### src/rtl/pmwc_regs.svh
// Register offsets, field positions, reset values and mode codes of the power-mode controller.
// Assumes a plain register port with byte addresses and 32-bit data.
// Contract
// - Five modes: Active, Sleep, Deep-sleep, Deep power-down, Battery-off
// - Battery-off left only by reset pin or tag
// - Active after reset; core runs only there
// - Sleep stops core clock until reset or interrupt
// - Sleep keeps masked peripheral clocks running
// - Sleep modes retain state, pins held static
// - Sleep wake keeps config; reset restores defaults
// - Deep-sleep gates core, powers analog down
// - Watchdog or timer may run in deep-sleep
// - Wake inputs: pins 0-10, tag, wake timer
// - Timer match wakes via enabled start input
// - Watchdog event or external reset wakes deep-sleep
// - Per-input programmable wake edge polarity
// - Deep-sleep exits on start logic interrupt
// - Edge-driven start logic; software clears first
// - Start logic gives interrupts in Active too
// - Tag data exchange only in Active mode
// - Debug unsupported in deep power-down
// - Analog blocks individually switchable any time
// - SPI and watchdog clocks with own dividers
// - Analog power bits 0,1,3,4,5; one means off
// - Status bits 10:0 pins, 11 tag, 12 timer
// - Writing one clears a start signal
`ifndef PMWC_REGS_SVH
`define PMWC_REGS_SVH
`define PMWC_ADDR_W 8
`define PMWC_OFS_PWR_CTRL 8'h00
`define PMWC_OFS_ANA_PD 8'h04
`define PMWC_OFS_BUS_CLK 8'h08
`define PMWC_OFS_CLK_SEL 8'h0c
`define PMWC_OFS_SYS_DIV 8'h10
`define PMWC_OFS_SPI_DIV 8'h14
`define PMWC_OFS_WDT_DIV 8'h18
`define PMWC_OFS_ST_EN 8'h1c
`define PMWC_OFS_ST_POL 8'h20
`define PMWC_OFS_ST_CLR 8'h24
`define PMWC_OFS_ST_STAT 8'h28
`define PMWC_OFS_MODE 8'h2c
`define PMWC_BIT_DPD_EN 0
`define PMWC_BIT_BATT_OFF 1
`define PMWC_ANA_W 6
`define PMWC_ANA_RST 6'h3a
`define PMWC_ANA_LIVE 6'h3b
`define PMWC_BUS_RST 32'h0000_001f
`define PMWC_DIV_RST 8'h01
`define PMWC_ST_W 13
`define PMWC_ST_TAG 11
`define PMWC_ST_TMR 12
`define PMWC_CODE_ACT 3'h0
`define PMWC_CODE_SLP 3'h1
`define PMWC_CODE_DSL 3'h2
`define PMWC_CODE_DPD 3'h3
`define PMWC_CODE_BOF 3'h4
`endif

### src/rtl/pmwc_pkg.sv
// Types shared by the power-mode controller.
// Assumes pmwc_regs.svh for widths.
`include "pmwc_regs.svh"
package pmwc_pkg;
  typedef struct packed {
    logic [`PMWC_ADDR_W-1:0] addr;
    logic [31:0] wdata;
    logic wr;
    logic rd;
  } pmwc_bus_t;
  typedef enum logic [2:0] {
    PMWC_ACTIVE,
    PMWC_SLEEP,
    PMWC_DEEP_SLEEP,
    PMWC_DEEP_PD,
    PMWC_BATT_OFF
  } pmwc_mode_t;
endpackage

### src/rtl/pmwc_top.sv
// Power-mode controller with wake-up start logic and register port.
// Assumes one 100 MHz clock, synchronous reset and a core giving a
// wait-for-interrupt pulse, its deep-sleep select and its pending irq.
//
// The address-and-strobe port and the placing of the registers were left to the implementer.
`include "pmwc_regs.svh"
`timescale 1ns/1ps
`default_nettype none
module pmwc_top
(
  // Clock and reset
  input wire logic i_ref_clk,
  input wire logic i_sys_rst,
  // Register port
  input wire pmwc_pkg::pmwc_bus_t i_bus,
  output logic [31:0] o_rdata,
  // Core side
  input wire logic i_wait_for_interrupt_instr,
  input wire logic i_deep_sleep_select,
  input wire logic i_core_irq_pending,
  input wire logic i_watchdog_unit_event,
  // Wake pins and sources
  input wire logic [10:0] i_port_zero_pin,
  input wire logic i_tag_wake,
  input wire logic i_timer_wake,
  input wire logic i_external_reset_pin_n,
  // Mode and control outputs
  output logic [2:0] o_mode,
  output logic o_core_clk_en,
  output logic o_start_irq,
  output logic [`PMWC_ANA_W-1:0] o_analog_power_down_config,
  output logic [31:0] o_bus_clock_enable_mask,
  output logic [1:0] o_system_clock_frequency_select,
  output logic o_spi_clk_tick,
  output logic o_wdt_clk_tick,
  output logic o_hold_state,
  output logic o_tag_data_en,
  output logic o_debug_en
);
  import pmwc_pkg::*;

  localparam int SW = `PMWC_ST_W;
  localparam int PW = SW + 1;

  // Pin inputs through two flip-flops
  logic [PW-1:0] pin_raw;
  logic [PW-1:0] meta_r;
  logic [PW-1:0] sync_r;
  logic [PW-1:0] meta_nxt;
  logic [PW-1:0] sync_nxt;
  logic [SW-1:0] prev_r;
  logic [SW-1:0] prev_nxt;

  assign pin_raw = {i_external_reset_pin_n, i_tag_wake, i_timer_wake,
                    i_port_zero_pin};

  always_comb
  begin
    meta_nxt = pin_raw;
    sync_nxt = meta_r;
    prev_nxt = sync_r[SW-1:0];
  end

  always_ff @(posedge i_ref_clk)
  begin
    if (i_sys_rst)
    begin
      meta_r <= '1;
      sync_r <= '1;
      prev_r <= '0;
    end
    else
    begin
      meta_r <= meta_nxt;
      sync_r <= sync_nxt;
      prev_r <= prev_nxt;
    end
  end

  // Wake sources in status order: pins, tag, timer
  logic [SW-1:0] src_now;
  logic [SW-1:0] src_old;
  logic ext_rst_low;
  logic tag_sync;

  assign src_now = {sync_r[11], sync_r[12], sync_r[10:0]};
  assign src_old = {prev_r[11], prev_r[12], prev_r[10:0]};
  assign ext_rst_low = ~sync_r[PW-1];
  assign tag_sync = sync_r[12];

  // Software state
  logic [1:0] pwr_ctrl_r;
  logic [1:0] pwr_ctrl_nxt;
  logic [`PMWC_ANA_W-1:0] ana_r;
  logic [`PMWC_ANA_W-1:0] ana_nxt;
  logic [31:0] bus_clk_r;
  logic [31:0] bus_clk_nxt;
  logic [1:0] clk_sel_r;
  logic [1:0] clk_sel_nxt;
  logic [7:0] sys_div_r;
  logic [7:0] sys_div_nxt;
  logic [7:0] spi_div_r;
  logic [7:0] spi_div_nxt;
  logic [7:0] wdt_div_r;
  logic [7:0] wdt_div_nxt;
  logic [SW-1:0] st_en_r;
  logic [SW-1:0] st_en_nxt;
  logic [SW-1:0] st_pol_r;
  logic [SW-1:0] st_pol_nxt;
  logic [SW-1:0] st_stat_r;
  logic [SW-1:0] st_stat_nxt;
  logic [SW-1:0] st_hit;
  logic [SW-1:0] st_clr;
  logic [31:0] rdata_nxt;
  pmwc_mode_t mode_r;
  pmwc_mode_t mode_nxt;

  // Edge detect per start input, rising when polarity bit is one
  genvar g;
  generate
    for (g = 0; g < SW; g++)
    begin : g_start
      assign st_hit[g] = st_en_r[g] & (st_pol_r[g] ?
        (src_now[g] & ~src_old[g]) : (~src_now[g] & src_old[g]));
    end
  endgenerate

  // Write-one clear of latched start signals
  assign st_clr = (i_bus.wr && i_bus.addr == `PMWC_OFS_ST_CLR) ?
    i_bus.wdata[SW-1:0] : '0;

  // Mode code for reads and the mode output
  function automatic logic [2:0] mode_code(input pmwc_mode_t m);
    case (m)
      PMWC_ACTIVE: mode_code = `PMWC_CODE_ACT;
      PMWC_SLEEP: mode_code = `PMWC_CODE_SLP;
      PMWC_DEEP_SLEEP: mode_code = `PMWC_CODE_DSL;
      PMWC_DEEP_PD: mode_code = `PMWC_CODE_DPD;
      PMWC_BATT_OFF: mode_code = `PMWC_CODE_BOF;
      default: mode_code = `PMWC_CODE_ACT;
    endcase
  endfunction

  // Register writes, start status and read data
  always_comb
  begin
    pwr_ctrl_nxt = pwr_ctrl_r;
    ana_nxt = ana_r;
    bus_clk_nxt = bus_clk_r;
    clk_sel_nxt = clk_sel_r;
    sys_div_nxt = sys_div_r;
    spi_div_nxt = spi_div_r;
    wdt_div_nxt = wdt_div_r;
    st_en_nxt = st_en_r;
    st_pol_nxt = st_pol_r;
    // Set wins over a clear in the same cycle
    st_stat_nxt = (st_stat_r & ~st_clr) | st_hit;
    rdata_nxt = 32'h0000_0000;
    if (i_bus.wr)
    begin
      case (i_bus.addr)
        `PMWC_OFS_PWR_CTRL: pwr_ctrl_nxt = i_bus.wdata[1:0];
        `PMWC_OFS_ANA_PD: ana_nxt = i_bus.wdata[`PMWC_ANA_W-1:0] & `PMWC_ANA_LIVE;
        `PMWC_OFS_BUS_CLK: bus_clk_nxt = i_bus.wdata;
        `PMWC_OFS_CLK_SEL: clk_sel_nxt = i_bus.wdata[1:0];
        `PMWC_OFS_SYS_DIV: sys_div_nxt = i_bus.wdata[7:0];
        `PMWC_OFS_SPI_DIV: spi_div_nxt = i_bus.wdata[7:0];
        `PMWC_OFS_WDT_DIV: wdt_div_nxt = i_bus.wdata[7:0];
        `PMWC_OFS_ST_EN: st_en_nxt = i_bus.wdata[SW-1:0];
        `PMWC_OFS_ST_POL: st_pol_nxt = i_bus.wdata[SW-1:0];
        default: ;
      endcase
    end
    if (i_bus.rd)
    begin
      case (i_bus.addr)
        `PMWC_OFS_PWR_CTRL: rdata_nxt = {30'h0, pwr_ctrl_r};
        `PMWC_OFS_ANA_PD: rdata_nxt = {26'h0, ana_r};
        `PMWC_OFS_BUS_CLK: rdata_nxt = bus_clk_r;
        `PMWC_OFS_CLK_SEL: rdata_nxt = {30'h0, clk_sel_r};
        `PMWC_OFS_SYS_DIV: rdata_nxt = {24'h0, sys_div_r};
        `PMWC_OFS_SPI_DIV: rdata_nxt = {24'h0, spi_div_r};
        `PMWC_OFS_WDT_DIV: rdata_nxt = {24'h0, wdt_div_r};
        `PMWC_OFS_ST_EN: rdata_nxt = {19'h0, st_en_r};
        `PMWC_OFS_ST_POL: rdata_nxt = {19'h0, st_pol_r};
        `PMWC_OFS_ST_STAT: rdata_nxt = {19'h0, st_stat_r};
        `PMWC_OFS_MODE: rdata_nxt = {29'h0, mode_code(mode_r)};
        default: rdata_nxt = 32'h0000_0000;
      endcase
    end
  end

  always_ff @(posedge i_ref_clk)
  begin
    if (i_sys_rst)
    begin
      pwr_ctrl_r <= 2'h0;
      ana_r <= `PMWC_ANA_RST;
      bus_clk_r <= `PMWC_BUS_RST;
      clk_sel_r <= 2'h0;
      sys_div_r <= `PMWC_DIV_RST;
      spi_div_r <= 8'h00;
      wdt_div_r <= 8'h00;
      st_en_r <= '0;
      st_pol_r <= '0;
      st_stat_r <= '0;
      o_rdata <= 32'h0000_0000;
    end
    else
    begin
      pwr_ctrl_r <= pwr_ctrl_nxt;
      ana_r <= ana_nxt;
      bus_clk_r <= bus_clk_nxt;
      clk_sel_r <= clk_sel_nxt;
      sys_div_r <= sys_div_nxt;
      spi_div_r <= spi_div_nxt;
      wdt_div_r <= wdt_div_nxt;
      st_en_r <= st_en_nxt;
      st_pol_r <= st_pol_nxt;
      st_stat_r <= st_stat_nxt;
      o_rdata <= rdata_nxt;
    end
  end

  // Mode sequencing
  logic start_pend;
  assign start_pend = |st_stat_r;

  always_comb
  begin
    mode_nxt = mode_r;
    case (mode_r)
      PMWC_ACTIVE:
      begin
        if (pwr_ctrl_r[`PMWC_BIT_BATT_OFF])
          mode_nxt = PMWC_BATT_OFF;
        else if (i_wait_for_interrupt_instr)
        begin
          if (pwr_ctrl_r[`PMWC_BIT_DPD_EN] && i_deep_sleep_select)
            mode_nxt = PMWC_DEEP_PD;
          else if (i_deep_sleep_select)
            mode_nxt = PMWC_DEEP_SLEEP;
          else if (!pwr_ctrl_r[`PMWC_BIT_DPD_EN])
            mode_nxt = PMWC_SLEEP;
        end
      end
      PMWC_SLEEP:
        if (i_core_irq_pending || start_pend)
          mode_nxt = PMWC_ACTIVE;
      PMWC_DEEP_SLEEP:
        if (start_pend || i_watchdog_unit_event || ext_rst_low)
          mode_nxt = PMWC_ACTIVE;
      PMWC_DEEP_PD:
        if (ext_rst_low)
          mode_nxt = PMWC_ACTIVE;
      PMWC_BATT_OFF:
        if (ext_rst_low || tag_sync)
          mode_nxt = PMWC_ACTIVE;
      default: mode_nxt = PMWC_ACTIVE;
    endcase
  end

  always_ff @(posedge i_ref_clk)
  begin
    if (i_sys_rst)
      mode_r <= PMWC_ACTIVE;
    else
      mode_r <= mode_nxt;
  end

  // Peripheral clock dividers; zero shuts a clock off
  logic [7:0] spi_cnt_r;
  logic [7:0] spi_cnt_nxt;
  logic [7:0] wdt_cnt_r;
  logic [7:0] wdt_cnt_nxt;
  logic spi_tick_nxt;
  logic wdt_tick_nxt;
  logic wdt_run;

  // Watchdog keeps counting in deep-sleep while enabled
  assign wdt_run = (mode_nxt != PMWC_DEEP_PD) && (mode_nxt != PMWC_BATT_OFF);

  always_comb
  begin
    spi_cnt_nxt = 8'h00;
    spi_tick_nxt = 1'b0;
    wdt_cnt_nxt = 8'h00;
    wdt_tick_nxt = 1'b0;
    if (spi_div_r != 8'h00 && mode_nxt != PMWC_DEEP_SLEEP && wdt_run)
    begin
      spi_tick_nxt = (spi_cnt_r >= spi_div_r - 8'h01);
      spi_cnt_nxt = spi_tick_nxt ? 8'h00 : spi_cnt_r + 8'h01;
    end
    if (wdt_div_r != 8'h00 && wdt_run)
    begin
      wdt_tick_nxt = (wdt_cnt_r >= wdt_div_r - 8'h01);
      wdt_cnt_nxt = wdt_tick_nxt ? 8'h00 : wdt_cnt_r + 8'h01;
    end
  end

  always_ff @(posedge i_ref_clk)
  begin
    if (i_sys_rst)
    begin
      spi_cnt_r <= 8'h00;
      wdt_cnt_r <= 8'h00;
      o_spi_clk_tick <= 1'b0;
      o_wdt_clk_tick <= 1'b0;
    end
    else
    begin
      spi_cnt_r <= spi_cnt_nxt;
      wdt_cnt_r <= wdt_cnt_nxt;
      o_spi_clk_tick <= spi_tick_nxt;
      o_wdt_clk_tick <= wdt_tick_nxt;
    end
  end

  // Registered outputs follow the next mode
  logic active_nxt;
  logic deep_nxt;
  logic [`PMWC_ANA_W-1:0] ana_out_nxt;
  logic [31:0] bus_out_nxt;

  assign active_nxt = (mode_nxt == PMWC_ACTIVE);
  assign deep_nxt = (mode_nxt == PMWC_DEEP_SLEEP) || (mode_nxt == PMWC_DEEP_PD);

  always_comb
  begin
    ana_out_nxt = ana_nxt;
    bus_out_nxt = bus_clk_nxt;
    if (deep_nxt)
      ana_out_nxt = `PMWC_ANA_LIVE;
    if (mode_nxt == PMWC_DEEP_PD || mode_nxt == PMWC_BATT_OFF)
      bus_out_nxt = 32'h0000_0000;
  end

  always_ff @(posedge i_ref_clk)
  begin
    if (i_sys_rst)
    begin
      o_mode <= `PMWC_CODE_ACT;
      o_core_clk_en <= 1'b1;
      o_start_irq <= 1'b0;
      o_analog_power_down_config <= `PMWC_ANA_RST;
      o_bus_clock_enable_mask <= `PMWC_BUS_RST;
      o_system_clock_frequency_select <= 2'h0;
      o_hold_state <= 1'b0;
      o_tag_data_en <= 1'b1;
      o_debug_en <= 1'b1;
    end
    else
    begin
      o_mode <= mode_code(mode_nxt);
      o_core_clk_en <= active_nxt;
      o_start_irq <= |st_stat_nxt;
      o_analog_power_down_config <= ana_out_nxt;
      o_bus_clock_enable_mask <= bus_out_nxt;
      o_system_clock_frequency_select <= clk_sel_nxt;
      o_hold_state <= (mode_nxt == PMWC_SLEEP) || (mode_nxt == PMWC_DEEP_SLEEP);
      o_tag_data_en <= active_nxt;
      o_debug_en <= (mode_nxt != PMWC_DEEP_PD);
    end
  end

endmodule
`default_nettype wire

### config.mk
export PLATFORM = sky130hd
export DESIGN_NAME = pmwc_top
export DESIGN_NICKNAME = d
export VERILOG_FILES = /design/src/rtl/pmwc_pkg.sv /design/src/rtl/pmwc_top.sv
export VERILOG_INCLUDE_DIRS = /design/src /design/src/rtl
export SDC_FILE = /design/constraint.sdc
export NUM_CORES = 1
export LEC_CHECK = 0
export ABC_AREA = 0
export BUFFER_PORTS_ARGS = -buffer_cell sky130_fd_sc_hd__buf_2
export CELL_PAD_IN_SITES_DETAIL_PLACEMENT = 1
export CELL_PAD_IN_SITES_GLOBAL_PLACEMENT = 1
export CORE_UTILIZATION = 43
export CTS_CLUSTER_DIAMETER = 80
export CTS_CLUSTER_SIZE = 28
export DETAILED_ROUTE_END_ITERATION = 8
export GPL_ROUTABILITY_DRIVEN = 0
export PLACE_DENSITY = 0.88
export SYNTH_ARGS = -nofsm -noshare
export SYNTH_HDL_FRONTEND = slang
export SYNTH_SLANG_ARGS = --single-unit
export TNS_END_PERCENT = 10
### constraint.sdc
create_clock -name i_ref_clk -period 3.3 [get_ports i_ref_clk]
set_input_delay 0.66 -clock i_ref_clk [delete_from_list [all_inputs] [get_ports i_ref_clk]]
set_output_delay 0.66 -clock i_ref_clk [all_outputs]
set_load 0.01 [all_outputs]
After elaboration in Yosys (flattened, before gate mapping). Index checks and enable logic that the tools add are counted.

Register bits: 244. Input port bits: 62. Output and inout port bits: 82. Word-level logic and storage cells: 195.

Bitwise operators: 72. Eq/ne operators: 22. Order comparisons: 2. Add/subtract/negate cells: 4. Mux-type cells: 33. Reductions and logical operators: 34.

Operator list (count): $pmux 32 s11 (1); $mux 32 (2); $and 1x1->1 (39); $eq 8x5->1 const B (4); $eq 8x6->1 const B (4); $not 1->1 (30); $mux 3 (9); $reduce_or 13->1 (2); $pmux 3 s4 (2); $add 8x1->8 const B (2); $eq 8x4->1 const B (2); $ge 8x8->1 (2); $reduce_bool 8->1 (2); $sub 8x1->8 const B (2); $pmux 3 s5 (1); $mux 1 (14); $reduce_and 2->1 (7); $and 13x13->13 (1); $mux 13 (1); $not 13->13 (1); $or 13x13->13 (1); $eq 3x2->1 const B (4); $mux 6 (2); $reduce_or 2->1 (5); 11 further kinds (27).

Longest topological paths before layout. Gate-level depths: netlist (run 1).

Depth in word-level cells: 11. Gate-level depth with buffers: 11. Mapped depth without buffers: 11.

Least setup slack after synthesis (run 1). OpenSTA, ideal clock, no wires.

Path kind: input to register. From: input port i_bus[37] (netlist bit). To: register o_start_irq. Arrival time: 2723 ps. Path slack: 458 ps. Setup time: 120 ps. Cell stages on the path: 8. Buffers on the path: 2. Data required time: 3180 ps. Path through: buf_6 -> or4b_4 -> buf_6 -> nor3_4 -> nand2_1 -> a22o_1 -> or4_1 -> o31a_1.

Word-level cells in the longest chain between the ends: 7.

RTL lines: start: declaration (RTL line pmwc_top.sv:15) `input wire pmwc_pkg::pmwc_bus_t i_bus,`; $eq 8x6->1 (no source line); $logic_and 1x1->1 (no source line); $mux 13 (RTL line pmwc_top.sv:129) `` assign st_clr = (i_bus.wr && i_bus.addr == `PMWC_OFS_ST_CLR) ? ``; $not 13->13 (RTL line pmwc_top.sv:157) `st_stat_nxt = (st_stat_r & ~st_clr) | st_hit;`; $and 13x13->13 (RTL line pmwc_top.sv:157); $or 13x13->13 (RTL line pmwc_top.sv:157); $reduce_or 13->1 (RTL line pmwc_top.sv:356) `o_start_irq <= |st_stat_nxt;`; end signal: assignment (RTL line pmwc_top.sv:356); end: declaration (RTL line pmwc_top.sv:30) `output logic o_start_irq,`.

Every way passes these cells. A chain may end at the register's enable or synchronous reset.

Final worst setup path (run 1).
From: register wdt_div_r[2]. To: register wdt_cnt_r[1].

Word-level cells in the longest chain between the ends: 4. Elaborated cells on any way between the ends: 6. Those cells by class: 1 x add/sub; 1 x order compare; 1 x bitwise; 3 x reduce/logical.

RTL lines: start: declaration (RTL line pmwc_top.sv:104) `logic [7:0] wdt_div_r;`; start signal: assignment (RTL line pmwc_top.sv:217) `wdt_div_r <= wdt_div_nxt;`; parallel branches: the longest is 3 deep, another holds $sub 8x1->8; $reduce_or 3->1 (no source line) (*); end signal: assignment (RTL line pmwc_top.sv:313) `wdt_cnt_r <= wdt_cnt_nxt;`; end: declaration (RTL line pmwc_top.sv:274) `logic [7:0] wdt_cnt_r;`.

Every way passes the cells marked *.

==> summary.md, run 1 <==
| Metric | Value |
|---|---|
| Area of the multi-input gates | 4048 um2 |
| Fillers | 2455 |
| Placed insts | 1390 |
| Antenna violations before repair | 0 |
| Kind of cell adding the most delay to the critical path | simple AND/OR/NAND/NOR gates |
| Relative slew slack | 0.4527 |
| P per Cell Area | 487.9 nW/um2 |
| Cell area after layout | 10710 um2 |
| GRT met3 Usage | 0.04049 |
| Crit-path max cell delay | 590 ps |
| Max_cap viols | 0 |
| Finished Layout Cells | 1412 |
| Crit path to | wdt_cnt_r[1] |
| WL per Instance | 18.90 um |
| Clock sinks | 244 |
| Vias in the first global route | 7804 |
| Post-CTS Setup Inserts | 0 |
| Final global-route overflow total | 0 |
| Required time of the critical path | 3690 ps |
| Cell count after synthesis | 1011 |
| Cell Area, Synth | 9235 um2 |
| Num ports | 144 |
| Layout cell share with drive strength beyond 1 | 0.1926 |
| Register Area | 4885 um2 |
| Maximum vdd drop | 304.8 uV |
| Detail Placement HPWL | 18810 um |
| Net count after synthesis | 1095 |
| Sequential Power Share | 0.575 |
| Seq/Total Area, Yosys | 0.5289 |
| Leak | 4.551 nW |
| Design Power | 5.224 mW |
| Synth-to-layout area growth | 15.95% |
| Vias | 7822 |
| Placed cell areas | 10240 um2 |
| Worst r2r dst | wdt_cnt_r[1] |
| First-pass GRT wire length | 41790 um |
| Fin. max-slew vios | 0 |
| Worst-path clk slew | 100 ps |
| Synth Warn # | 0 |
| Post-synth top area share | 0.5289 |
| Die height | 148.6 um |
| # port buffers | 143 |
| # hold bufs at CTS | 0 |
| Final #Nets | 1215 |
| GR Util met1 | 0.3026 |
| Post_cts resized | 0 |
| Area of the die | 22070 um2 |
| Net Sw Frac | 0.2397 |
| Largest area contributor in the netlist | dfxtp_1 |
| Antenna cells | 0 |
| Critical path depth | 7 |
| Unique cell type count in the Yosys netlist | 55 |
| Logic gate share of total power | 0.048 |
| Top-count cell post-synth | dfxtp_1 |
| Worst skew pair latency | 500 ps |
| CP max stage cell | or4_1 |
| CTS tree | yes |
| Minimum clock period | 3020 ps |
| Initial Util | 0.4393 |
| TritonRoute pass-1 iters | 6 |
| Path type of the worst setup path | reg2reg |
| R2R setup slack | 280 ps |
| # H-tree levels | 1 |
| Rows | 53 |
| Worst Setup SP | wdt_div_r[2] |
| Worst Tran Pin Value | 813.5 ps |
| Number of synthesized flops with an enable pin | 0 |
| Layer with the highest usage | met2 |
| Synth async-reset ratio | 0 |
| DRC | 0 |
| Setup TNS | 0 ps |
| Worst Setup End Kind | flop |
| Final Skew | 25.13 ps |
| Die span in x | 148.6 um |
| Largest net degree at the start of global routing | 99 |
| Clock network fraction of design power | 0.377 |
| Num CTS Buffers | 14 |
| Sw Pwr | 1.252 mW |
| R2R depth | 7 |
| Max Root-Sink Buffers | 3 |
| Fmax | 0.3312 GHz |
| WP data arrival | 3410 ps |
| Crit path buf inv count | 0 |
| CP max FO | 9 |
| Cell chain of the critical path | or4_1 -> nor4_1 -> xnor2_1 -> ha_1 -> a2111oi_0 -> a31oi_1 -> nor4b_1 |
| Status | completed |
| CP startpoint kind | flop |
| Pint | 3.972 mW |
| Synth cell count leaders | 244 x dfxtp_1, 123 x nand2_1, 112 x nor2_1 |
| Setup violations, final | 0 |
| Syn Area/Cell | 9.135 um2 |
| Core area | 21020 um2 |
| GR Layer Usage met2 | 0.4138 |
| Seq cells post-synth | 244 |
| Routed vias/inst | 5.540 |
| Routed Antenna Nets | 0 |
| Largest cells by area after synthesis | dfxtp_1 53%, nand2_1 5.0%, nor2_1 4.6% |
| HP Class | in2reg |
| Total Routing Usage GR | 0.2405 |
| Clk root buf | clkbuf_16 |
| RSZ-0062 raised after global routing | false |
| Initial DRC count | 596 |
| Worst R2R Start | wdt_div_r[2] |
| Hold Fails Final Rpt | 0 |
| Final wirelength | 26690 um |
| Synth Flop Type | dfxtp_1 |
| Tcrit/Tclk final | 0.9150 |
## power groups by stage
stage               Sequential [mW]  Combinational, mW  Clock, mW
global placement               3.07              0.239          0
finish                         3.01              0.249       1.97
floorplan                      3.07              0.132          0
global route                   3.01              0.271       2.14
detailed placement             3.07              0.246          0
CTS                            3.01              0.249       2.03
## through the flow
stage | hold WS (ps) | utilization | setup WS [ps]
2_1_floorplan | 389.5 | - | 457.5
3_3_place_gp | 390.7 | 0.4873 | 263.0
3_5_place_dp | 399.5 | 0.4873 | 175.3
4_1_cts | 331.0 | 0.5094 | 308.2
5_1_grt | 330.6 | 0.5094 | 53.99
6_report | 342.8 | 0.5094 | 280.4
## cell families (layout without fill, tap and decap cells)
group	count (synthesis)	count (layout)	synth area share
AO/OA/AOI/OAI	165	165	0.1131
XOR/XNOR	25	25	0.02371
adder cells (fa/ha/maj)	22	22	0.02981
buffers and inverters	76	202	0.03306
flip-flops	244	244	0.5289
multiplexers	36	36	0.03902
AND/OR/NAND/NOR	443	443	0.2324
## how the worst min path moves through the flow
stage / start / endpoint / slack [ps] / cells past startpoint
2_1_floorplan: meta_r[0] / sync_r[0] / 390 / 1
5_1_grt: i_port_zero_pin[9] / meta_r[9] / 330 / 2
3_5_place_dp: meta_r[11] / sync_r[11] / 400 / 1
4_1_cts: i_port_zero_pin[5] / meta_r[5] / 330 / 2
3_3_place_gp: meta_r[11] / sync_r[11] / 390 / 1
6_report: i_port_zero_pin[5] / meta_r[5] / 340 / 2
## flip-flops by register name, indices dropped and copies added (netlist names), 8 cells and up
name	flops
st_en_r	13
spi_cnt_r	8
sys_div_r	8
o_bus_clock_enable_mask	32
meta_r	14
sync_r	14
spi_div_r	8
wdt_div_r	8
o_rdata	32
prev_r	13
wdt_cnt_r	8
bus_clk_r	32
st_pol_r	13
st_stat_r	13
## placed cells by master (no fill, tap or decap), types with 11 or more instances in the layout
cell,netlist,routed
dfxtp_1,244,244
buf_2,1,142
nand2_1,123,122
nor2_1,112,112
a21oi_1,75,75
nand3_1,72,72
mux2i_1,36,36
or2_2,30,30
and2_1,27,27
ha_1,22,22
inv_1,20,20
nor2b_1,20,20
o21ai_0,20,20
clkbuf_16,0,15
xnor2_1,14,14
a222oi_1,14,14
a22oi_1,14,14
nor4_1,13,13
buf_4,1,13
xor2_1,11,11
## per-layer routing
| metal | part of all wire | vias up |
|---|---|---|
| li1 | - | 3703 |
| met3 | 0.059 | 55 |
| met2 | 0.50 | 256 |
| met5 | 0 | - |
| met4 | 0.027 | 0 |
| met1 | 0.42 | 3808 |
## layout make-up
cell class | count | area share
clock buffer | 16 | 0.03634
clock inverter | 6 | 0.007011
inverter | 21 | 0.007362
multi-input combinational | 691 | 0.3780
sequential | 244 | 0.4562
tap | 275 | 0.03213
timing repair buffer | 159 | 0.08296
Power figures use the tool's default switching activity.
==> run 2, diff against run 1 <==
--- a/config.mk
+++ b/config.mk
@@ -10,5 +10,3 @@
 export BUFFER_PORTS_ARGS = -buffer_cell sky130_fd_sc_hd__buf_2
-export CELL_PAD_IN_SITES_DETAIL_PLACEMENT = 1
-export CELL_PAD_IN_SITES_GLOBAL_PLACEMENT = 1
-export CORE_UTILIZATION = 43
+export CORE_UTILIZATION = 56
 export CTS_CLUSTER_DIAMETER = 80
==> constraint.sdc (replaced) <==
create_clock -name i_ref_clk -period 3.3 [get_ports i_ref_clk]
set_input_delay 0 -clock i_ref_clk [delete_from_list [all_inputs] [get_ports i_ref_clk]]
set_output_delay 0 -clock i_ref_clk [all_outputs]
set_load 0.01 [all_outputs]
==> summary.md, run 2 (same netlist as run 1, synthesis figures left out) <==
| Metric | Value |
|---|---|
| Placed insts | 1328 (-4.5%) |
| Vias in the first global route | 7518 (-3.7%) |
| Worst Tran Pin Value | 870.0 ps (+56.49 ps) |
| # H-tree levels | 1 (unchanged) |
| CP max FO | 9 (unchanged) |
| Path type of the worst setup path | reg2reg |
| Post-CTS Setup Inserts | 0 (unchanged) |
| Routed vias/inst | 5.747 (+3.7%) |
| Worst-path clk slew | 110 ps (about the same) |
| Pint | 3.846 mW (-3.2%) |
| Most frequent cells in the layout | 244 x dfxtp_1, 142 x buf_2, 122 x nand2_1 |
| P per Cell Area | 450.3 nW/um2 (-7.7%) |
| Worst skew pair latency | 480 ps (-20 ps) |
| Total Routing Usage GR | 0.2714 (+0.03087) |
| GR Layer Usage met2 | 0.4599 (+0.04616) |
| Finished Layout Cells | 1391 (-1.5%) |
| Clock network fraction of design power | 0.332 (-0.045) |
| GRT met3 Usage | 0.03664 (-0.003846) |
| Initial DRC count | 934 (+57%) |
| Maximum vdd drop | 365.9 uV (+20%) |
| HP Class | in2reg |
| Setup TNS | 0 ps (unchanged) |
| Most common cell after layout, fill and taps aside | dfxtp_1 |
| GR Util met1 | 0.3502 (+0.04755) |
| Fin. max-slew vios | 0 (unchanged) |
| Sequential Power Share | 0.611 (+0.036) |
| Final Skew | 14.85 ps (-10.28 ps) |
| Fmax | 0.3355 GHz (+1.3%) |
| Relative slew slack | 0.4183 (-0.03439) |
| Final #Nets | 1257 (+3.5%) |
| Tcrit/Tclk final | 0.9031 (-0.01190) |
| Fillers | 1270 (-48%) |
| TritonRoute pass-1 iters | 8 (+2) |
| Logic gate share of total power | 0.057 (+0.009) |
| Area of the die | 17010 um2 (-23%) |
| CTS tree | yes |
| Die height | 130.4 um (-12%) |
| Hold_ws | 30.64 ps (-312.2 ps) |
| Largest net degree at the start of global routing | 76 (-23%) |
| Register Area | 4885 um2 (unchanged) |
| Synth-to-layout area growth | 18.22% |
| Antenna cells | 0 (unchanged) |
| Sw Pwr | 1.071 mW (-14%) |
| Routed Antenna Nets | 0 (unchanged) |
| Layout cell share with drive strength beyond 1 | 0.1779 (-0.01474) |
| DRC | 0 (unchanged) |
| Worst Setup End Kind | flop |
| WP data arrival | 3360 ps (-50 ps) |
| Final wirelength | 23610 um (-12%) |
| Vias | 7994 (+2.2%) |
| RSZ-0062 raised after global routing | false |
| WL per Instance | 16.97 um (-10%) |
| Antenna violations before repair | 0 (unchanged) |
| Required time of the critical path | 3680 ps (about the same) |
| Layer with the highest usage | met2 |
| # port buffers | 143 (unchanged) |
| Die span in x | 130.4 um (-12%) |
| # hold bufs at CTS | 47 (+47) |
| Rows | 46 (-13%) |
| Hold Fails Final Rpt | 0 (unchanged) |
| Clk root buf | clkbuf_16 |
| Post_cts resized | 0 (unchanged) |
| Initial Util | 0.5772 (+0.1379) |
| Final global-route overflow total | 0 (unchanged) |
| Setup violations, final | 0 (unchanged) |
| Minimum clock period | 2980 ps (-39.28 ps) |
| Num CTS Buffers | 12 (-2) |
| Clock sinks | 244 (unchanged) |
| Max Root-Sink Buffers | 3 (unchanged) |
| Largest regs | bus_clk_r (32), o_bus_clock_enable_mask (32), o_rdata (32) |
| Core area | 16000 um2 (-24%) |
| Status | completed |
| Num ports | 144 (unchanged) |
| Leak | 4.660 nW (+2.4%) |
| CP startpoint kind | flop |
| Detail Placement HPWL | 15560 um (-17%) |
| Net Sw Frac | 0.2178 (-0.02189) |
| Area of the multi-input gates | 4048 um2 (unchanged) |
| Max_cap viols | 0 (unchanged) |
| First-pass GRT wire length | 36360 um (-13%) |
run 2: through the flow:
stage                     power [mW]  utilization  setup WS [ps]  cell area (um2)
final                          4.917       0.6824          319.7            10920
after floorplan                3.206            -          830.0             9235
after detailed placement       3.305       0.6311          442.0            10100
after CTS                      4.943       0.6824          339.5            10920
after global routing           5.090       0.6824          199.6            10920
after global placement         3.300       0.6311          657.7            10100
run 2: routing by layer:
layer | up-vias | routed length, um | part of all wire
met4 | 0 | 682 | 0.029
met1 | 3760 | 9509 | 0.40
met3 | 59 | 1918 | 0.081
met2 | 392 | 11500 | 0.49
met5 | - | 0 | 0
li1 | 3783 | - | -
run 2: cell type report:
type | instances | share of cell area
clock buffer | 15 | 0.03140
multi-input combinational | 691 | 0.3707
sequential | 244 | 0.4474
timing repair buffer | 203 | 0.1178
clock inverter | 1 | 0.0006876
tap | 216 | 0.02475
inverter | 21 | 0.007220
run 2: critical path: stages, from the launching register on:
cell and delay [ps]:
dfxtp_1 370, or4_1 580, nor4_1 290, xnor2_1 140, ha_1 210, a2111oi_0 510
a31oi_1 410, nor4_1 370
run 2: final timing paths:
| path | depth (start not counted) | to | start | slack, ps |
|---|---|---|---|---|
| max | 7 | wdt_cnt_r[3] | wdt_div_r[2] | 320 |
| min | 4 | o_rdata[1] | i_bus[35] | 30 |
| max reg2reg | 7 | wdt_cnt_r[3] | wdt_div_r[2] | 320 |
| min reg2reg | 1 | sync_r[9] | meta_r[9] | 420 |
run 2: power groups by stage:
stage | clock [mW] | sequential, mW | combinational, mW
finish | 1.63 | 3.00 | 0.282
global route | 1.77 | 3.01 | 0.306
CTS | 1.66 | 3.00 | 0.276
detailed placement | 0 | 3.07 | 0.233
global placement | 0 | 3.07 | 0.230
floorplan | 0 | 3.07 | 0.132
